## src/verilog/adsp_pkg.sv

```systemverilog
/*
 * Shared constants and types of the host controller for the dual-protocol
 * accelerometer serial port. Assumes a 100 MHz controller clock.
 */
`default_nettype none
package adsp_pkg;
   // ------------------------------------------------------------
   // timing
   // ------------------------------------------------------------
   localparam int CLK_PERIOD_NS    = 10;
   localparam int CS_GAP_NS        = 130;
   localparam int CS_GAP_CYCLES    =
      (CS_GAP_NS + CLK_PERIOD_NS - 1) / CLK_PERIOD_NS;
   localparam int CONV_WAIT_US     = 200;
   localparam int CONV_WAIT_CYCLES =
      (CONV_WAIT_US * 1000 + CLK_PERIOD_NS - 1) / CLK_PERIOD_NS;
   localparam int I2C_QTR_CYCLES   = 25;
   localparam int SPI_HALF_CYCLES  = 8;

   // ------------------------------------------------------------
   // addresses and fixed values
   // ------------------------------------------------------------
   localparam logic [5:0] TARGET_ADDR_HI   = 6'h0C;
   localparam logic [7:0] CFG_B_INDEX      = 8'h0D;
   localparam logic [7:0] CFG_B_INIT       = 8'h42;
   localparam logic [3:0] I2C_SLOT_LAST    = 4'h8;
   localparam logic [2:0] SPI_BIT_LAST     = 3'h7;
   localparam logic [8:0] SPI_WR_BYTES     = 9'h002;
   localparam logic [7:0] GAP_CNT_RESET    = 8'hFF;

   // ------------------------------------------------------------
   // types
   // ------------------------------------------------------------
   typedef enum logic [1:0] {
      OP_WRITE = 2'h0,
      OP_READ  = 2'h1,
      OP_CONV  = 2'h2
   } adsp_op_type;

   typedef struct packed {
      logic        proto_spi;
      adsp_op_type op;
      logic [7:0]  index;
      logic [7:0]  wdata;
      logic [7:0]  count;
   } adsp_cmd_type;

   typedef enum logic [8:0] {
      ST_IDLE      = 9'h001,
      ST_I2C_START = 9'h002,
      ST_I2C_BIT   = 9'h004,
      ST_I2C_STOP  = 9'h008,
      ST_SPI_SEL   = 9'h010,
      ST_SPI_BIT   = 9'h020,
      ST_SPI_WAIT  = 9'h040,
      ST_SPI_GAP   = 9'h080,
      ST_DONE      = 9'h100
   } adsp_state_type;

   typedef enum logic [4:0] {
      SEG_ADDR_W = 5'h01,
      SEG_IDX    = 5'h02,
      SEG_WDATA  = 5'h04,
      SEG_ADDR_R = 5'h08,
      SEG_RDATA  = 5'h10
   } adsp_seg_type;

   typedef struct packed {
      adsp_state_type st;
      adsp_seg_type   seg;
      adsp_cmd_type   cmd;
      logic [1:0]     q;
      logic [3:0]     bit_cnt;
      logic [7:0]     byte_cnt;
      logic [7:0]     sh;
      logic [7:0]     div;
      logic [15:0]    wait_cnt;
      logic           init_pend;
      logic           nak;
      logic           scl_oe;
      logic           sda_oe;
      logic           sclk;
      logic           mosi;
      logic           cs_n;
      logic [7:0]     rd_data;
      logic           rd_valid;
      logic           done;
      logic           err;
      logic           ready;
   } adsp_ctl_type;
endpackage
`default_nettype wire

```

## src/verilog/adsp_host.sv

```systemverilog
/*
 * Host controller driving the accelerometer serial port over I2C or
 * four-wire SPI. Assumes open-drain SCL/SDA resolved outside from the
 * enables, and pins asynchronous to mclk_i.
 */
`timescale 1ns/1ps
`default_nettype none
module adsp_host
   import adsp_pkg::*;
#(
   parameter int CONV_CYCLES = adsp_pkg::CONV_WAIT_CYCLES,
   parameter int QTR_CYCLES  = adsp_pkg::I2C_QTR_CYCLES,
   parameter int HALF_CYCLES = adsp_pkg::SPI_HALF_CYCLES,
   parameter bit INIT_SPI    = 1'b0
) (
   input  wire logic                  mclk_i,
   input  wire logic                  resetn_i,
   input  wire logic                  addr_strap_i,
   input  wire logic                  cmd_valid_i,
   input  wire adsp_pkg::adsp_cmd_type cmd_i,
   output logic                       cmd_ready_o,
   output logic [7:0]                 rd_data_o,
   output logic                       rd_valid_o,
   output logic                       done_o,
   output logic                       nack_o,
   input  wire logic                  scl_i,
   output logic                       scl_o,
   output logic                       scl_oe_o,
   input  wire logic                  sda_i,
   output logic                       sda_o,
   output logic                       sda_oe_o,
   output logic                       sclk_o,
   output logic                       mosi_o,
   output logic                       chip_select_n_o,
   input  wire logic                  miso_i
);
   import adsp_pkg::*;

   // ------------------------------------------------------------
   // pin synchronisers
   // ------------------------------------------------------------
   logic [2:0] sync1_reg;
   logic [2:0] sync2_reg;
   logic       scl_s, sda_s, miso_s;

   always_ff @(posedge mclk_i) begin
      sync1_reg <= {scl_i, sda_i, miso_i};
      sync2_reg <= sync1_reg;
   end
   assign {scl_s, sda_s, miso_s} = sync2_reg;

   // ------------------------------------------------------------
   // controller
   // ------------------------------------------------------------
   adsp_ctl_type ctl_reg, ctl_next;
   logic         tick, last_rd, rx;
   logic [8:0]   spi_bytes;

   function automatic logic [7:0] reload(input logic spi);
      reload = spi ? 8'(HALF_CYCLES - 1) : 8'(QTR_CYCLES - 1);
   endfunction

   assign tick    = (ctl_reg.div == 8'h00);
   assign rx      = (ctl_reg.seg == SEG_RDATA);
   assign last_rd = ({1'b0, ctl_reg.byte_cnt} + 9'h001)
                    >= {1'b0, ctl_reg.cmd.count};
   // a zero count still reads one byte, as the I2C path does
   assign spi_bytes = (ctl_reg.cmd.op == OP_WRITE) ? SPI_WR_BYTES
                      : (ctl_reg.cmd.count == 8'h00) ? SPI_WR_BYTES
                      : {1'b0, ctl_reg.cmd.count} + 9'h001;

   always_comb begin
      adsp_cmd_type c;
      c            = cmd_i;
      ctl_next     = ctl_reg;
      ctl_next.rd_valid = 1'b0;
      ctl_next.done     = 1'b0;
      ctl_next.div = tick ? reload(ctl_reg.cmd.proto_spi)
                          : ctl_reg.div - 8'h01;
      case (ctl_reg.st)
         ST_IDLE: begin
            if (ctl_reg.init_pend || cmd_valid_i) begin
               if (ctl_reg.init_pend) begin
                  // power-up mode byte before any user request
                  c = '{INIT_SPI, OP_WRITE, CFG_B_INDEX, CFG_B_INIT, 8'h01};
               end
               ctl_next.init_pend = 1'b0;
               ctl_next.cmd       = c;
               ctl_next.err       = 1'b0;
               ctl_next.byte_cnt  = 8'h00;
               ctl_next.q         = 2'h0;
               ctl_next.div       = reload(c.proto_spi);
               if (c.proto_spi) begin
                  ctl_next.st      = ST_SPI_SEL;
                  ctl_next.cs_n    = 1'b0;
                  ctl_next.sh      = {c.op != OP_WRITE, c.index[6:0]};
                  ctl_next.bit_cnt = {1'b0, SPI_BIT_LAST};
               end else begin
                  ctl_next.st  = ST_I2C_START;
                  ctl_next.seg = SEG_ADDR_W;
               end
            end
         end
         ST_I2C_START: if (tick) begin
            case (ctl_reg.q)
               2'h0: begin
                  ctl_next.sda_oe = 1'b0;
                  ctl_next.scl_oe = 1'b0;
                  ctl_next.q      = 2'h1;
               end
               2'h1: if (scl_s) ctl_next.q = 2'h2;
               2'h2: begin
                  ctl_next.sda_oe = 1'b1;
                  ctl_next.q      = 2'h3;
               end
               default: begin
                  ctl_next.scl_oe  = 1'b1;
                  ctl_next.q       = 2'h0;
                  ctl_next.bit_cnt = I2C_SLOT_LAST;
                  ctl_next.sh      = {TARGET_ADDR_HI, addr_strap_i,
                                      ctl_reg.seg == SEG_ADDR_R};
                  ctl_next.st      = ST_I2C_BIT;
               end
            endcase
         end
         ST_I2C_BIT: if (tick) begin
            case (ctl_reg.q)
               2'h0: begin
                  if (ctl_reg.bit_cnt != 4'h0) begin
                     ctl_next.sda_oe = rx ? 1'b0 : !ctl_reg.sh[7];
                  end else begin
                     ctl_next.sda_oe = rx && !last_rd;
                  end
                  ctl_next.q = 2'h1;
               end
               2'h1: begin
                  ctl_next.scl_oe = 1'b0;
                  ctl_next.q      = 2'h2;
               end
               2'h2: if (scl_s) begin
                  // a stretched SCL simply holds us here
                  if (ctl_reg.bit_cnt != 4'h0) begin
                     ctl_next.sh = {ctl_reg.sh[6:0], rx ? sda_s : 1'b0};
                  end else begin
                     ctl_next.nak = sda_s;
                  end
                  ctl_next.q = 2'h3;
               end
               default: begin
                  ctl_next.scl_oe = 1'b1;
                  ctl_next.q      = 2'h0;
                  if (ctl_reg.bit_cnt != 4'h0) begin
                     ctl_next.bit_cnt = ctl_reg.bit_cnt - 4'h1;
                  end else begin
                     ctl_next.bit_cnt = I2C_SLOT_LAST;
                     if (rx) begin
                        ctl_next.rd_data  = ctl_reg.sh;
                        ctl_next.rd_valid = 1'b1;
                        ctl_next.byte_cnt = ctl_reg.byte_cnt + 8'h01;
                        if (last_rd) ctl_next.st = ST_I2C_STOP;
                     end else if (ctl_reg.nak) begin
                        ctl_next.err = 1'b1;
                        ctl_next.st  = ST_I2C_STOP;
                     end else begin
                        case (ctl_reg.seg)
                           SEG_ADDR_W: begin
                              ctl_next.seg = SEG_IDX;
                              // index after the write address
                              ctl_next.sh  = {1'b0, ctl_reg.cmd.index[6:0]};
                           end
                           SEG_IDX: begin
                              if (ctl_reg.cmd.op == OP_WRITE) begin
                                 ctl_next.seg = SEG_WDATA;
                                 ctl_next.sh  = ctl_reg.cmd.wdata;
                              end else begin
                                 ctl_next.seg = SEG_ADDR_R;
                                 ctl_next.st  = ST_I2C_START;
                              end
                           end
                           SEG_ADDR_R: ctl_next.seg = SEG_RDATA;
                           default:    ctl_next.st  = ST_I2C_STOP;
                        endcase
                     end
                  end
               end
            endcase
         end
         ST_I2C_STOP: if (tick) begin
            case (ctl_reg.q)
               2'h0: begin
                  ctl_next.sda_oe = 1'b1;
                  ctl_next.q      = 2'h1;
               end
               2'h1: begin
                  ctl_next.scl_oe = 1'b0;
                  ctl_next.q      = 2'h2;
               end
               2'h2: if (scl_s) ctl_next.q = 2'h3;
               default: begin
                  ctl_next.sda_oe = 1'b0;
                  ctl_next.q      = 2'h0;
                  ctl_next.st     = ST_DONE;
               end
            endcase
         end
         ST_SPI_SEL: if (tick) begin
            ctl_next.mosi = ctl_reg.sh[7];
            ctl_next.st   = ST_SPI_BIT;
         end
         ST_SPI_BIT: if (tick) begin
            if (ctl_reg.q == 2'h0) begin
               ctl_next.sclk = 1'b1;
               ctl_next.sh   = {ctl_reg.sh[6:0], miso_s};
               ctl_next.q    = 2'h1;
            end else begin
               ctl_next.sclk = 1'b0;
               ctl_next.q    = 2'h0;
               if (ctl_reg.bit_cnt != 4'h0) begin
                  ctl_next.bit_cnt = ctl_reg.bit_cnt - 4'h1;
                  ctl_next.mosi    = ctl_reg.sh[7];
               end else begin
                  ctl_next.bit_cnt  = {1'b0, SPI_BIT_LAST};
                  ctl_next.byte_cnt = ctl_reg.byte_cnt + 8'h01;
                  ctl_next.sh = (ctl_reg.cmd.op == OP_WRITE)
                                ? ctl_reg.cmd.wdata : 8'h00;
                  ctl_next.mosi = (ctl_reg.cmd.op == OP_WRITE)
                                  && ctl_reg.cmd.wdata[7];
                  if (ctl_reg.byte_cnt != 8'h00
                      && ctl_reg.cmd.op != OP_WRITE) begin
                     ctl_next.rd_data  = ctl_reg.sh;
                     ctl_next.rd_valid = 1'b1;
                  end
                  if ({1'b0, ctl_reg.byte_cnt} + 9'h001 >= spi_bytes) begin
                     ctl_next.cs_n     = 1'b1;
                     ctl_next.st       = ST_SPI_GAP;
                     ctl_next.wait_cnt = 16'(CS_GAP_CYCLES - 1);
                  end else if (ctl_reg.byte_cnt == 8'h00
                               && ctl_reg.cmd.op == OP_CONV) begin
                     ctl_next.st       = ST_SPI_WAIT;
                     ctl_next.wait_cnt = 16'(CONV_CYCLES - 1);
                  end
               end
            end
         end
         ST_SPI_WAIT: begin
            // SCLK idles low for the whole conversion
            ctl_next.div = reload(1'b1);
            if (ctl_reg.wait_cnt == 16'h0000) begin
               ctl_next.st = ST_SPI_BIT;
            end else begin
               ctl_next.wait_cnt = ctl_reg.wait_cnt - 16'h0001;
            end
         end
         ST_SPI_GAP: begin
            if (ctl_reg.wait_cnt == 16'h0000) begin
               ctl_next.st = ST_DONE;
            end else begin
               ctl_next.wait_cnt = ctl_reg.wait_cnt - 16'h0001;
            end
         end
         default: begin
            ctl_next.done = 1'b1;
            ctl_next.st   = ST_IDLE;
         end
      endcase
      ctl_next.ready = (ctl_next.st == ST_IDLE) && !ctl_next.init_pend;
   end

   always_ff @(posedge mclk_i) begin
      if (!resetn_i) begin
         ctl_reg           <= '0;
         ctl_reg.st        <= ST_IDLE;
         ctl_reg.seg       <= SEG_ADDR_W;
         ctl_reg.init_pend <= 1'b1;
         ctl_reg.cs_n      <= 1'b1;
      end else begin
         ctl_reg <= ctl_next;
      end
   end

   assign cmd_ready_o     = ctl_reg.ready;
   assign rd_data_o       = ctl_reg.rd_data;
   assign rd_valid_o      = ctl_reg.rd_valid;
   assign done_o          = ctl_reg.done;
   assign nack_o          = ctl_reg.err;
   assign scl_o           = ctl_reg.nak & 1'b0;
   assign scl_oe_o        = ctl_reg.scl_oe;
   assign sda_o           = ctl_reg.nak & 1'b0;
   assign sda_oe_o        = ctl_reg.sda_oe;
   assign sclk_o          = ctl_reg.sclk;
   assign mosi_o          = ctl_reg.mosi;
   assign chip_select_n_o = ctl_reg.cs_n;

   // ------------------------------------------------------------
   // checks
   // ------------------------------------------------------------
   logic [7:0] gap_cnt_reg;
   logic [7:0] edge_cnt_reg;

   always_ff @(posedge mclk_i) begin
      if (!resetn_i) begin
         gap_cnt_reg  <= GAP_CNT_RESET;
         edge_cnt_reg <= 8'h00;
      end else begin
         if (!ctl_reg.cs_n) gap_cnt_reg <= 8'h00;
         else if (gap_cnt_reg != GAP_CNT_RESET)
            gap_cnt_reg <= gap_cnt_reg + 8'h01;
         if (ctl_reg.cs_n) edge_cnt_reg <= 8'h00;
         else if (ctl_next.sclk && !ctl_reg.sclk)
            edge_cnt_reg <= edge_cnt_reg + 8'h01;
      end
   end
endmodule // adsp_host
`default_nettype wire

```

## config.mk

```make
export PLATFORM = sky130hd
export DESIGN_NAME = adsp_host
export DESIGN_NICKNAME = d
export VERILOG_FILES = /design/src/verilog/adsp_pkg.sv /design/src/verilog/adsp_host.sv
export SDC_FILE = /design/constraint.sdc
export NUM_CORES = 1
export LEC_CHECK = 0
export BUFFER_PORTS_ARGS = -buffer_cell sky130_fd_sc_hd__buf_2
export CORE_ASPECT_RATIO = 1.2
export CORE_MARGIN = 1.5
export CORE_UTILIZATION = 25
export DETAILED_ROUTE_END_ITERATION = 6
export GPL_TIMING_DRIVEN = 0
export SLEW_MARGIN = 20
export SYNTH_ARGS = -nofsm -noshare
export SYNTH_HDL_FRONTEND = slang
export SYNTH_SLANG_ARGS = --single-unit
```

## constraint.sdc

```tcl
create_clock -name mclk_i -period 3.7 [get_ports mclk_i]
set_input_delay 0.37 -clock mclk_i [delete_from_list [all_inputs] [get_ports mclk_i]]
set_output_delay 0.37 -clock mclk_i [all_outputs]
set_load 0.02 [all_outputs]
```

Word level (Yosys, flattened, before mapping)
Cells that the tools add are included.
{"block": "word_totals", "reg_bits": 112, "in_bits": 34, "out_inout_bits": 19, "word_cells": 259}
{"block": "op_classes", "add_sub_neg": 6, "magnitude_cmp": 2, "n_eq_ne": 54, "muxes": 119, "n_bitwise": 1, "reduce_logical": 50}
{"operator": "9-bit two-way mux", "n": 23}
{"operator": "16-bit two-way mux", "n": 8}
{"operator": "8-bit two-way mux", "n": 12}
{"operator": "27-bit two-way mux", "n": 3}
{"operator": "9-bit one-hot mux with 8 select lines", "n": 1}
{"operator": "71-bit two-way mux", "n": 1}
{"operator": "2-bit inequality test (second input constant)", "n": 25}
{"operator": "8-bit one-hot mux with 2 select lines", "n": 3}
{"operator": "22-bit two-way mux", "n": 2}
{"operator": "14-bit two-way mux", "n": 3}
{"operator": "9-bit one-hot mux with 2 select lines", "n": 2}
{"operator": "9-bit AND reduction", "n": 4}
{"operator": "7-bit AND reduction", "n": 5}
{"operator": "16-bit one-hot mux with 2 select lines", "n": 1}
{"operator": "8-bit one-hot mux with 4 select lines", "n": 1}
{"operator": "5-bit two-way mux", "n": 6}
{"operator": "8-bit zero test", "n": 3}
{"operator": "12-bit two-way mux", "n": 2}
{"operator": "8-bit one-hot mux with 3 select lines", "n": 1}
{"operator": "11-bit two-way mux", "n": 2}
{"operator": "1-bit two-way mux", "n": 21}
{"operator": "4-bit two-way mux", "n": 5}
{"operator": "8-bit by 1-bit adder with 9-bit output (second input constant)", "n": 2}
{"operator": "9-bit by 1-bit equality test with 1-bit output (second input constant)", "n": 2}
{"operator": "52 further kinds", "n": 94}

Logic depth before layout (Yosys ltp)
Gate-level depths: netlist of run 1.
{"block": "depth", "ltp_word": 11, "depth_mapped": 15, "ltp_nobuf": 14}

Least setup slack after synthesis of run 1
No wires, ideal clock.
{"block": "synth_timing", "kind": "register to register", "start": "register ctl_reg[51] (netlist name)", "end": "register ctl_reg[19] (netlist name)", "setup_ns": 0.115, "arrival_time_ns": 2.770, "required_time_ns": 3.585, "setup_slack_ns": 0.815, "path_stages_with_launch": 14, "path_buffers": 1, "synth_period_minus_slack_ns": 2.885, "path_cell_list": "dfxtp_1 ha_1 and3_1 and3_1 xor2_1 ha_1 nand4_1 nor2_1 a21oi_1 a21boi_4 nor2_2 clkbuf_1 a21oi_1 o21a_1"}
{"block": "synth_via", "elab_chain_len": 7, "word_cells_on_any_way": 11, "cone_classes": "add/sub (1); order compare (1); eq/ne (1); mux (5); reduce/logical (3)"}
{"item": "start, declared", "line": "adsp_host.sv:55", "text": "adsp_ctl_type ctl_reg, ctl_next;"}
{"item": "start signal, assigned", "line": "adsp_host.sv:277", "text": "ctl_reg <= ctl_next;"}
{"item": "8-bit by 1-bit adder with 9-bit output", "line": "adsp_host.sv:233", "text": "if ({1'b0, ctl_reg.byte_cnt} + 9'h001 >= spi_bytes) begin"}
{"item": "9-bit greater-or-equal comparator", "line": "adsp_host.sv:233"}
{"item": "16-bit two-way mux", "line": "adsp_host.sv:233"}
{"item": "16-bit two-way mux", "line": "adsp_host.sv:218", "text": "if (ctl_reg.bit_cnt != 4'h0) begin"}
{"item": "16-bit two-way mux", "line": "adsp_host.sv:211", "text": "if (ctl_reg.q == 2'h0) begin"}
{"item": "16-bit two-way mux", "line": "adsp_host.sv:210", "text": "ST_SPI_BIT: if (tick) begin"}
{"item": "16-bit one-hot mux with 2 select lines", "line": "adsp_host.sv:80", "text": "case (ctl_reg.st)"}
Parallel ways exist; a longest one is shown, timed or not. The select of a mux whose other input is x is not followed.
A chain may end at the register's enable or synchronous reset.

Final worst setup path of run 1
{"block": "layout_timing", "start": "register ctl_reg[51] (netlist name)", "end": "register ctl_reg[99] (netlist name)"}
{"block": "layout_via", "elab_chain_len": 8, "word_cells_on_any_way": 16, "cone_classes": "add/sub (1); order compare (2); mux (11); reduce/logical (2)"}
{"item": "8-bit by 1-bit adder with 9-bit output / 8-bit zero test (equally long branches)", "line": "adsp_host.sv:65, adsp_host.sv:233, adsp_host.sv:237"}
{"item": "9-bit by 8-bit greater-or-equal comparator with 1-bit output / 1-bit logical AND (equally long branches)", "line": "adsp_host.sv:66, adsp_host.sv:238"}
{"item": "9-bit two-way mux, on equally long branches", "line": "adsp_host.sv:160, adsp_host.sv:237"}
{"item": "9-bit two-way mux, on equally long branches", "line": "adsp_host.sv:156, adsp_host.sv:233"}
{"item": "14-bit two-way mux / 9-bit two-way mux (equally long branches)", "line": "adsp_host.sv:152, adsp_host.sv:218"}
{"item": "14-bit two-way mux / 9-bit two-way mux (equally long branches)", "line": "adsp_host.sv:127, adsp_host.sv:211"}
{"item": "14-bit two-way mux / 9-bit two-way mux (equally long branches)", "line": "adsp_host.sv:126, adsp_host.sv:210"}
{"item": "9-bit one-hot mux with 8 select lines (*)", "line": "adsp_host.sv:80"}
Every way passes the cells marked *; elsewhere a longest branch is shown, timed or not. The select of a mux whose other input is x is not followed.

==> impl_metrics.toml, run 1 <==
[run_status]
run_status = "complete, no violations"

[worst_setup_path]
arrival_ns = 3.60
worst-setup-path-type = "flop to flop"
worstReg2RegStart = "ctl_reg[51]"
reg2reg_to = "ctl_reg[99]"
endpoint_kind = "flop"
crit_top_cell = "and3_1"
cp_cell_sequence = "ha_1 > and3_1 > and3_1 > xor2_1 > ha_1 > and3_1 > a22o_1 > nor3_1 > a311oi_1 > o21ai_0 > o41ai_1 > a21oi_1"
required_ns = 3.97
crit_slowest_cell = "dfxtp_1"
worstSetupStartpointType = "flop"
path_max_fanout = 6
cp_num_buf_inv = 0
startpoint = "ctl_reg[51]"
cp_top_family = "compound AO/OA/AOI/OAI gates"
r2r_slack_ns = 0.37
reg2regPathDepth = 12
max_stage_delay_ns = 0.45

[layout]
final_nets = 968
final_util = 0.2920
largest_register_ffs = 88
diodes = 0
fillerInstances = 2835
seqCellArea_um2 = 2222
drive_gt1_frac = 0.1294
post-route-cell-area_um2 = 7671
multi_input_area_um2 = 4083
syn2layout_area_growth_pct = 14.88

[placed_design]
hpwl_mm = 16.56
place_area_um2 = 7346
portBuffers = 49
globalplace.congestion = 0.9824

[timing]
fmax_mhz = 300.0
setup_viol = 0
max_slew_margin = 0.1852
hold_violations = 0
fin_skew_ns = 0.008958
fin_crit_ns = 3.333
grt_setup_unrepaired = "false"
worstMarginPinSlew_ns = 1.211
timing.setup.tns_ns = 0
period_share = 0.9008
slew_viol_final = 0

[yosys]
synth_edf_count = 0
netlist_area_um2 = 6678
ys_types = 76
synthCells = 846
synth-seq-cells = 111
yosys-top-cells-area = "dfxtp_1 (33%), nor2_1 (7.3%), a21oi_1 (6.1%)"
seq_area_frac_synth = 0.3328
synth_top_flop_cell = "dfxtp_1"
synth_warnings = 0
synthArstFlopShare = 0
synth_top_area_cell = "dfxtp_1"
avgSynthCellArea_um2 = 7.893
synth_top_area_frac = 0.3328

[job]
drv_cap = 0

[route]
vias = 6405
first_iter_violations = 444
drc = 0
routedWlPerCell_um = 17.07
drt_wl_total_mm = 21.29
drt_first_pass_iters = 5
via_per_inst = 5.136
antenna_left = 0

[worst_hold_path]
hold_path.class = "primary input to flop"
holdPathStages = 1
min_to = "sync1_reg[0]"
hold_start = "miso_i"

[global_route]
antenna_found_initial = 0
grt_max_degree = 21
grt_first_pass_wirelength_mm = 33.55
grt_pass1_vias = 6024
grt_remaining_overflow = 0
grt_usage = 0.1528

[die]
fp.dieH_um = 182.0
rows = 65
coreArea_um2 = 26270
die_w_um = 152.2
die_area_um2 = 27700
ios = 53
initial_core_util = 0.2542

[clock_tree]
cts_buffer_depth = 2
cts.sinks = 111
clk_latency_ns = 0.37
clk_pin_slew_ns = 0.08
cts_tree = "done"
clock-root-buffer = "clkbuf_16"
cts_hold_buf = 0
cts_buffers = 9
cts_max_level = 3

[pwr]
irDropWorstVdd_mv = 0.2726
switching_power_mw = 2.026
cell_internal_pwr_mw = 2.672
power_frac_comb = 0.436
seqPwrFrac = 0.342
power.density_nw_per_um2 = 612.4
clock_power_share = 0.222
p_leak_nw = 3.010
switching_share = 0.4312
==> worst max path at each step <==
stage                  end  slack [ns]  depth (start not counted)
2_1_floorplan  ctl_reg[19]        0.82                         13
3_3_place_gp   ctl_reg[23]        0.09                         13
3_5_place_dp   ctl_reg[23]        0.08                         13
4_1_cts        ctl_reg[23]        0.03                         13
5_1_grt        ctl_reg[99]        0.01                         12
6_report       ctl_reg[99]        0.37                         12
==> layout make-up <==
class | count | area share
buffer | 52 | 0.03735
inverter | 27 | 0.01321
clock buffer | 9 | 0.02936
multi-input combinational | 657 | 0.5322
sequential | 111 | 0.2897
timing repair buffer | 49 | 0.03197
tap | 335 | 0.05464
clock inverter | 7 | 0.01158
==> power groups by stage <==
stage          logic, mW  registers [mW]  clock network [mW]
6_report            2.05            1.61                1.04
4_1_cts             2.03            1.60                1.07
2_1_floorplan       1.47            1.59                   0
5_1_grt             2.24            1.63                1.11
3_3_place_gp        2.01            1.63                   0
3_5_place_dp        2.02            1.63                   0
==> repair_timing <==
action,4_1_cts,5_1_grt
gates resized for setup,0,3
endpoints found under the setup margin,0,10
setup buffers,0,0
==> metrics by stage <==
stage | hold WS, ns | instances | setup slack [ns] | total power, mW
after floorplan | 0.3096 | 847 | 0.8153 | 3.059
after global placement | 0.3142 | 1231 | 0.09235 | 3.642
after detailed placement | 0.3216 | 1231 | 0.08438 | 3.650
after CTS | 0.09587 | 1247 | 0.03212 | 4.703
after global routing | 0.09413 | 1247 | 0.01151 | 4.988
final | 0.1041 | 1247 | 0.3670 | 4.698
==> per-layer routing <==
layer  routed length (µm)  up-vias  track usage
met5                    0        -            0
met4                  647        0      0.05670
met3                  813       34      0.02148
met2                10530      172       0.2691
met1                 9300     3030       0.1880
li1                     -     3169            -
==> cell families (layout without fill, tap and decap cells) <==
family | after synthesis | in the layout | share of synthesized area
xor gates and xnor gates | 28 | 28 | 0.03673
adders and majority gates | 27 | 27 | 0.05059
and+or+nand+nor | 376 | 376 | 0.2960
other | 1 | 2 | 0.0005616
buffers and inverters | 79 | 144 | 0.05790
muxes | 19 | 19 | 0.02848
AOI/OAI and AO/OA | 205 | 205 | 0.1969
DFF | 111 | 111 | 0.3328
==> worst reg2reg max path, delay by kind of cell, from the launching register on <==
family          cells  cell delay (ns)
flops               1             0.45
fa+ha+maj           2             0.55
simple gates        4             0.83
xor+xnor            1             0.26
compound gates      5             1.13
==> cell usage after synthesis (6+ instances only) <==
master	instances
a21oi_1	81
o31ai_1	8
and2_1	7
a211oi_1	13
clkbuf_1	30
xor2_1	13
a311oi_1	8
dfxtp_1	111
nor2_1	129
and3_1	26
inv_1	26
buf_4	10
buf_2	6
xnor2_1	15
o21ai_0	34
nor3_1	34
nand3_1	26
a31oi_1	6
mux2i_1	19
nor2b_1	10
buf_6	6
or4_1	8
or3_1	7
nand2_1	61
ha_1	27
nand3b_1	6
nor4_1	9
nor3b_1	6
nand4_1	10
==> cells in the final DEF, fill, tap and decap left out, types with 6 or more instances in the layout <==
cell / count
xor2_1: 13
ha_1: 27
a311oi_1: 8
or4_1: 8
xnor2_1: 15
nor3_1: 34
mux2i_1: 19
a21oi_1: 80
nor4_1: 8
nor2b_1: 10
buf_2: 55
o31ai_1: 8
nand2_1: 61
o21ai_0: 34
or3_1: 7
nand3_1: 26
clkbuf_1: 29
and3_1: 26
nor2_1: 129
inv_1: 26
buf_6: 6
nand4_1: 10
a31oi_1: 6
clkbuf_16: 9
buf_4: 10
nand3b_1: 6
nor3b_1: 6
and2_1: 7
dfxtp_1: 111
a211oi_1: 13
Note: power is estimated with default switching activity, not from simulation.
==> run 2, diff against run 1 <==
- CAP_MARGIN: unset -> 20
- clock period: 3.7 -> 3.4 ns (I/O delays scaled with it)
==> run 2 against run 1 <==
  * Worst hold slack got worse by 0.030 ns
  * Worst setup slack got worse by 0.11 ns
  * Cell count rose by 0.16%
  * Non-clock buffer count increased by 2
  * Global-route usage unchanged
  * Power rose by 9.1%
  * Count of clock-buffer cells in the layout unchanged
  * Critical path depth did not move
  * Sequential cell count did not move
  * Die area stayed put
  * Final area rose by 0.64%
==> impl_metrics.toml, run 2 (synthesis gave the netlist of run 1 again) <==
[run_status]
run_status = "complete, no violations"

[global_route]
grt_pass1_vias = 6024
grt_max_degree = 21
antenna_found_initial = 0
grt_usage = 0.1528
grt_remaining_overflow = 0
grt_first_pass_wirelength_mm = 33.55

[worst_setup_path]
path_max_fanout = 6
cp_cell_sequence = "ha_1 > and3_1 > and3_1 > xor2_2 > ha_1 > and3_1 > a22o_1 > nor3_1 > a311oi_1 > o21ai_1 > o41ai_1 > a21oi_1"
crit_top_cell = "and3_1"
max_stage_delay_ns = 0.39
endpoint_kind = "flop"
worstSetupStartpointType = "flop"
required_ns = 3.60
arrival_ns = 3.34
worst-setup-path-type = "flop to flop"
crit_slowest_cell = "o41ai_1"

[layout]
final_nets = 970
post-route-cell-area_um2 = 7720
seqCellArea_um2 = 2223
largest_register_ffs = 88
final_util = 0.2939
diodes = 0
syn2layout_area_growth_pct = 15.61
final_cell_mix = "nor2_1 (127), dfxtp_1 (110), a21oi_1 (80), nand2_1 (61), buf_2 (55)"
final_common_cell = "nor2_1"
fillerInstances = 2833
multi_input_area_um2 = 4113
drive_gt1_frac = 0.1389

[timing]
slew_viol_final = 0
timing.setup.tns_ns = 0
fin_skew_ns = 0.01146
fmax_mhz = 318.1
hold_violations = 0
setup_viol = 0
max_slew_margin = 0.2226
worstMarginPinSlew_ns = 1.155
fin_crit_ns = 3.144
period_share = 0.9246
whs_ns = 0.07392

[route]
drt_first_pass_iters = 5
routedWlPerCell_um = 17.16
drt_wl_total_mm = 21.43
first_iter_violations = 405
drc = 0
via_per_inst = 5.157
vias = 6441
antenna_left = 0

[pwr]
p_leak_nw = 3.031
p_total_mw = 5.125
power.density_nw_per_um2 = 663.9
irDropWorstVdd_mv = 0.2972

[clock_tree]
clock-root-buffer = "clkbuf_16"
cts.sinks = 111
cts_hold_buf = 0
cts_tree = "done"
cts_max_level = 3
clk_latency_ns = 0.37
clk_pin_slew_ns = 0.08
cts_buffers = 9
cts_buffer_depth = 2

[die]
rows = 65
coreArea_um2 = 26270
ios = 53
die_w_um = 152.2
die_area_um2 = 27700
fp.dieH_um = 182.0
initial_core_util = 0.2542

[placed_design]
place_area_um2 = 7346
portBuffers = 49
hpwl_mm = 16.56
globalplace.congestion = 0.9824

[worst_hold_path]
hold_path.class = "primary input to flop"

[job]
drv_cap = 0
-- run 2: layer usage --
metal / vias to the layer above / wire, µm / global-route usage / part of all wire
li1: 3176 / - / - / -
met1: 3064 / 9341 / 0.1880 / 0.44
met3: 29 / 892 / 0.02148 / 0.042
met2: 172 / 10600 / 0.2691 / 0.49
met5: - / 0 / 0 / 0
met4: 0 / 599 / 0.05670 / 0.028
-- run 2: final timing paths --
path	from	endpoint	slack [ns]	depth (start not counted)
max	ctl_reg[51]	ctl_reg[99]	0.26	12
min	miso_i	sync1_reg[0]	0.07	1
max reg2reg	ctl_reg[51]	ctl_reg[99]	0.26	12
min reg2reg	sync1_reg[0]	sync2_reg[0]	0.34	0
-- run 2: repair_timing --
action                     4_1_cts  5_1_grt
setup endpoints to repair       10       14
pin swaps                        0        1
buffers inserted                 0        2
gates resized for setup          2       10
-- run 2: final cells by class --
class | instances | share of cell area
Inverter | 27 | 0.01313
Tap cell | 335 | 0.05430
Multi-Input combinational cell | 657 | 0.5327
Clock inverter | 7 | 0.01151
Timing Repair Buffer | 51 | 0.03371
Clock buffer | 9 | 0.02917
Buffer | 52 | 0.03744
Sequential cell | 111 | 0.2880
-- run 2: per-stage QoR --
stage / worst slack [ns] / instances
after floorplan: 0.5153 / 847
after global placement: -0.2077 / 1231
after detailed placement: -0.2156 / 1231
after CTS: 0.08137 / 1247
after global routing: -0.0001652 / 1249
final: 0.2565 / 1249
-- run 2: worst max-delay path: cells and delay by family, from the launching register on --
kind                     cells  cell delay (ns)
adder cells (fa/ha/maj)      2             0.56
XOR/XNOR                     1             0.18
flip-flops                   1             0.36
AO/OA/AOI/OAI                5             1.19
AND/OR/NAND/NOR              4             0.68
-- run 2: where the power goes --
| part | leakage, nW | switching (mW) | internal [mW] | total (mW) |
|---|---|---|---|---|
| Clock | 0.150 | 0.550 | 0.588 | 1.14 |
| Sequential | 0.906 | 0.220 | 1.53 | 1.75 |
| Combinational | 1.98 | 1.44 | 0.794 | 2.24 |
| Total | 3.03 | 2.21 | 2.91 | 5.13 |
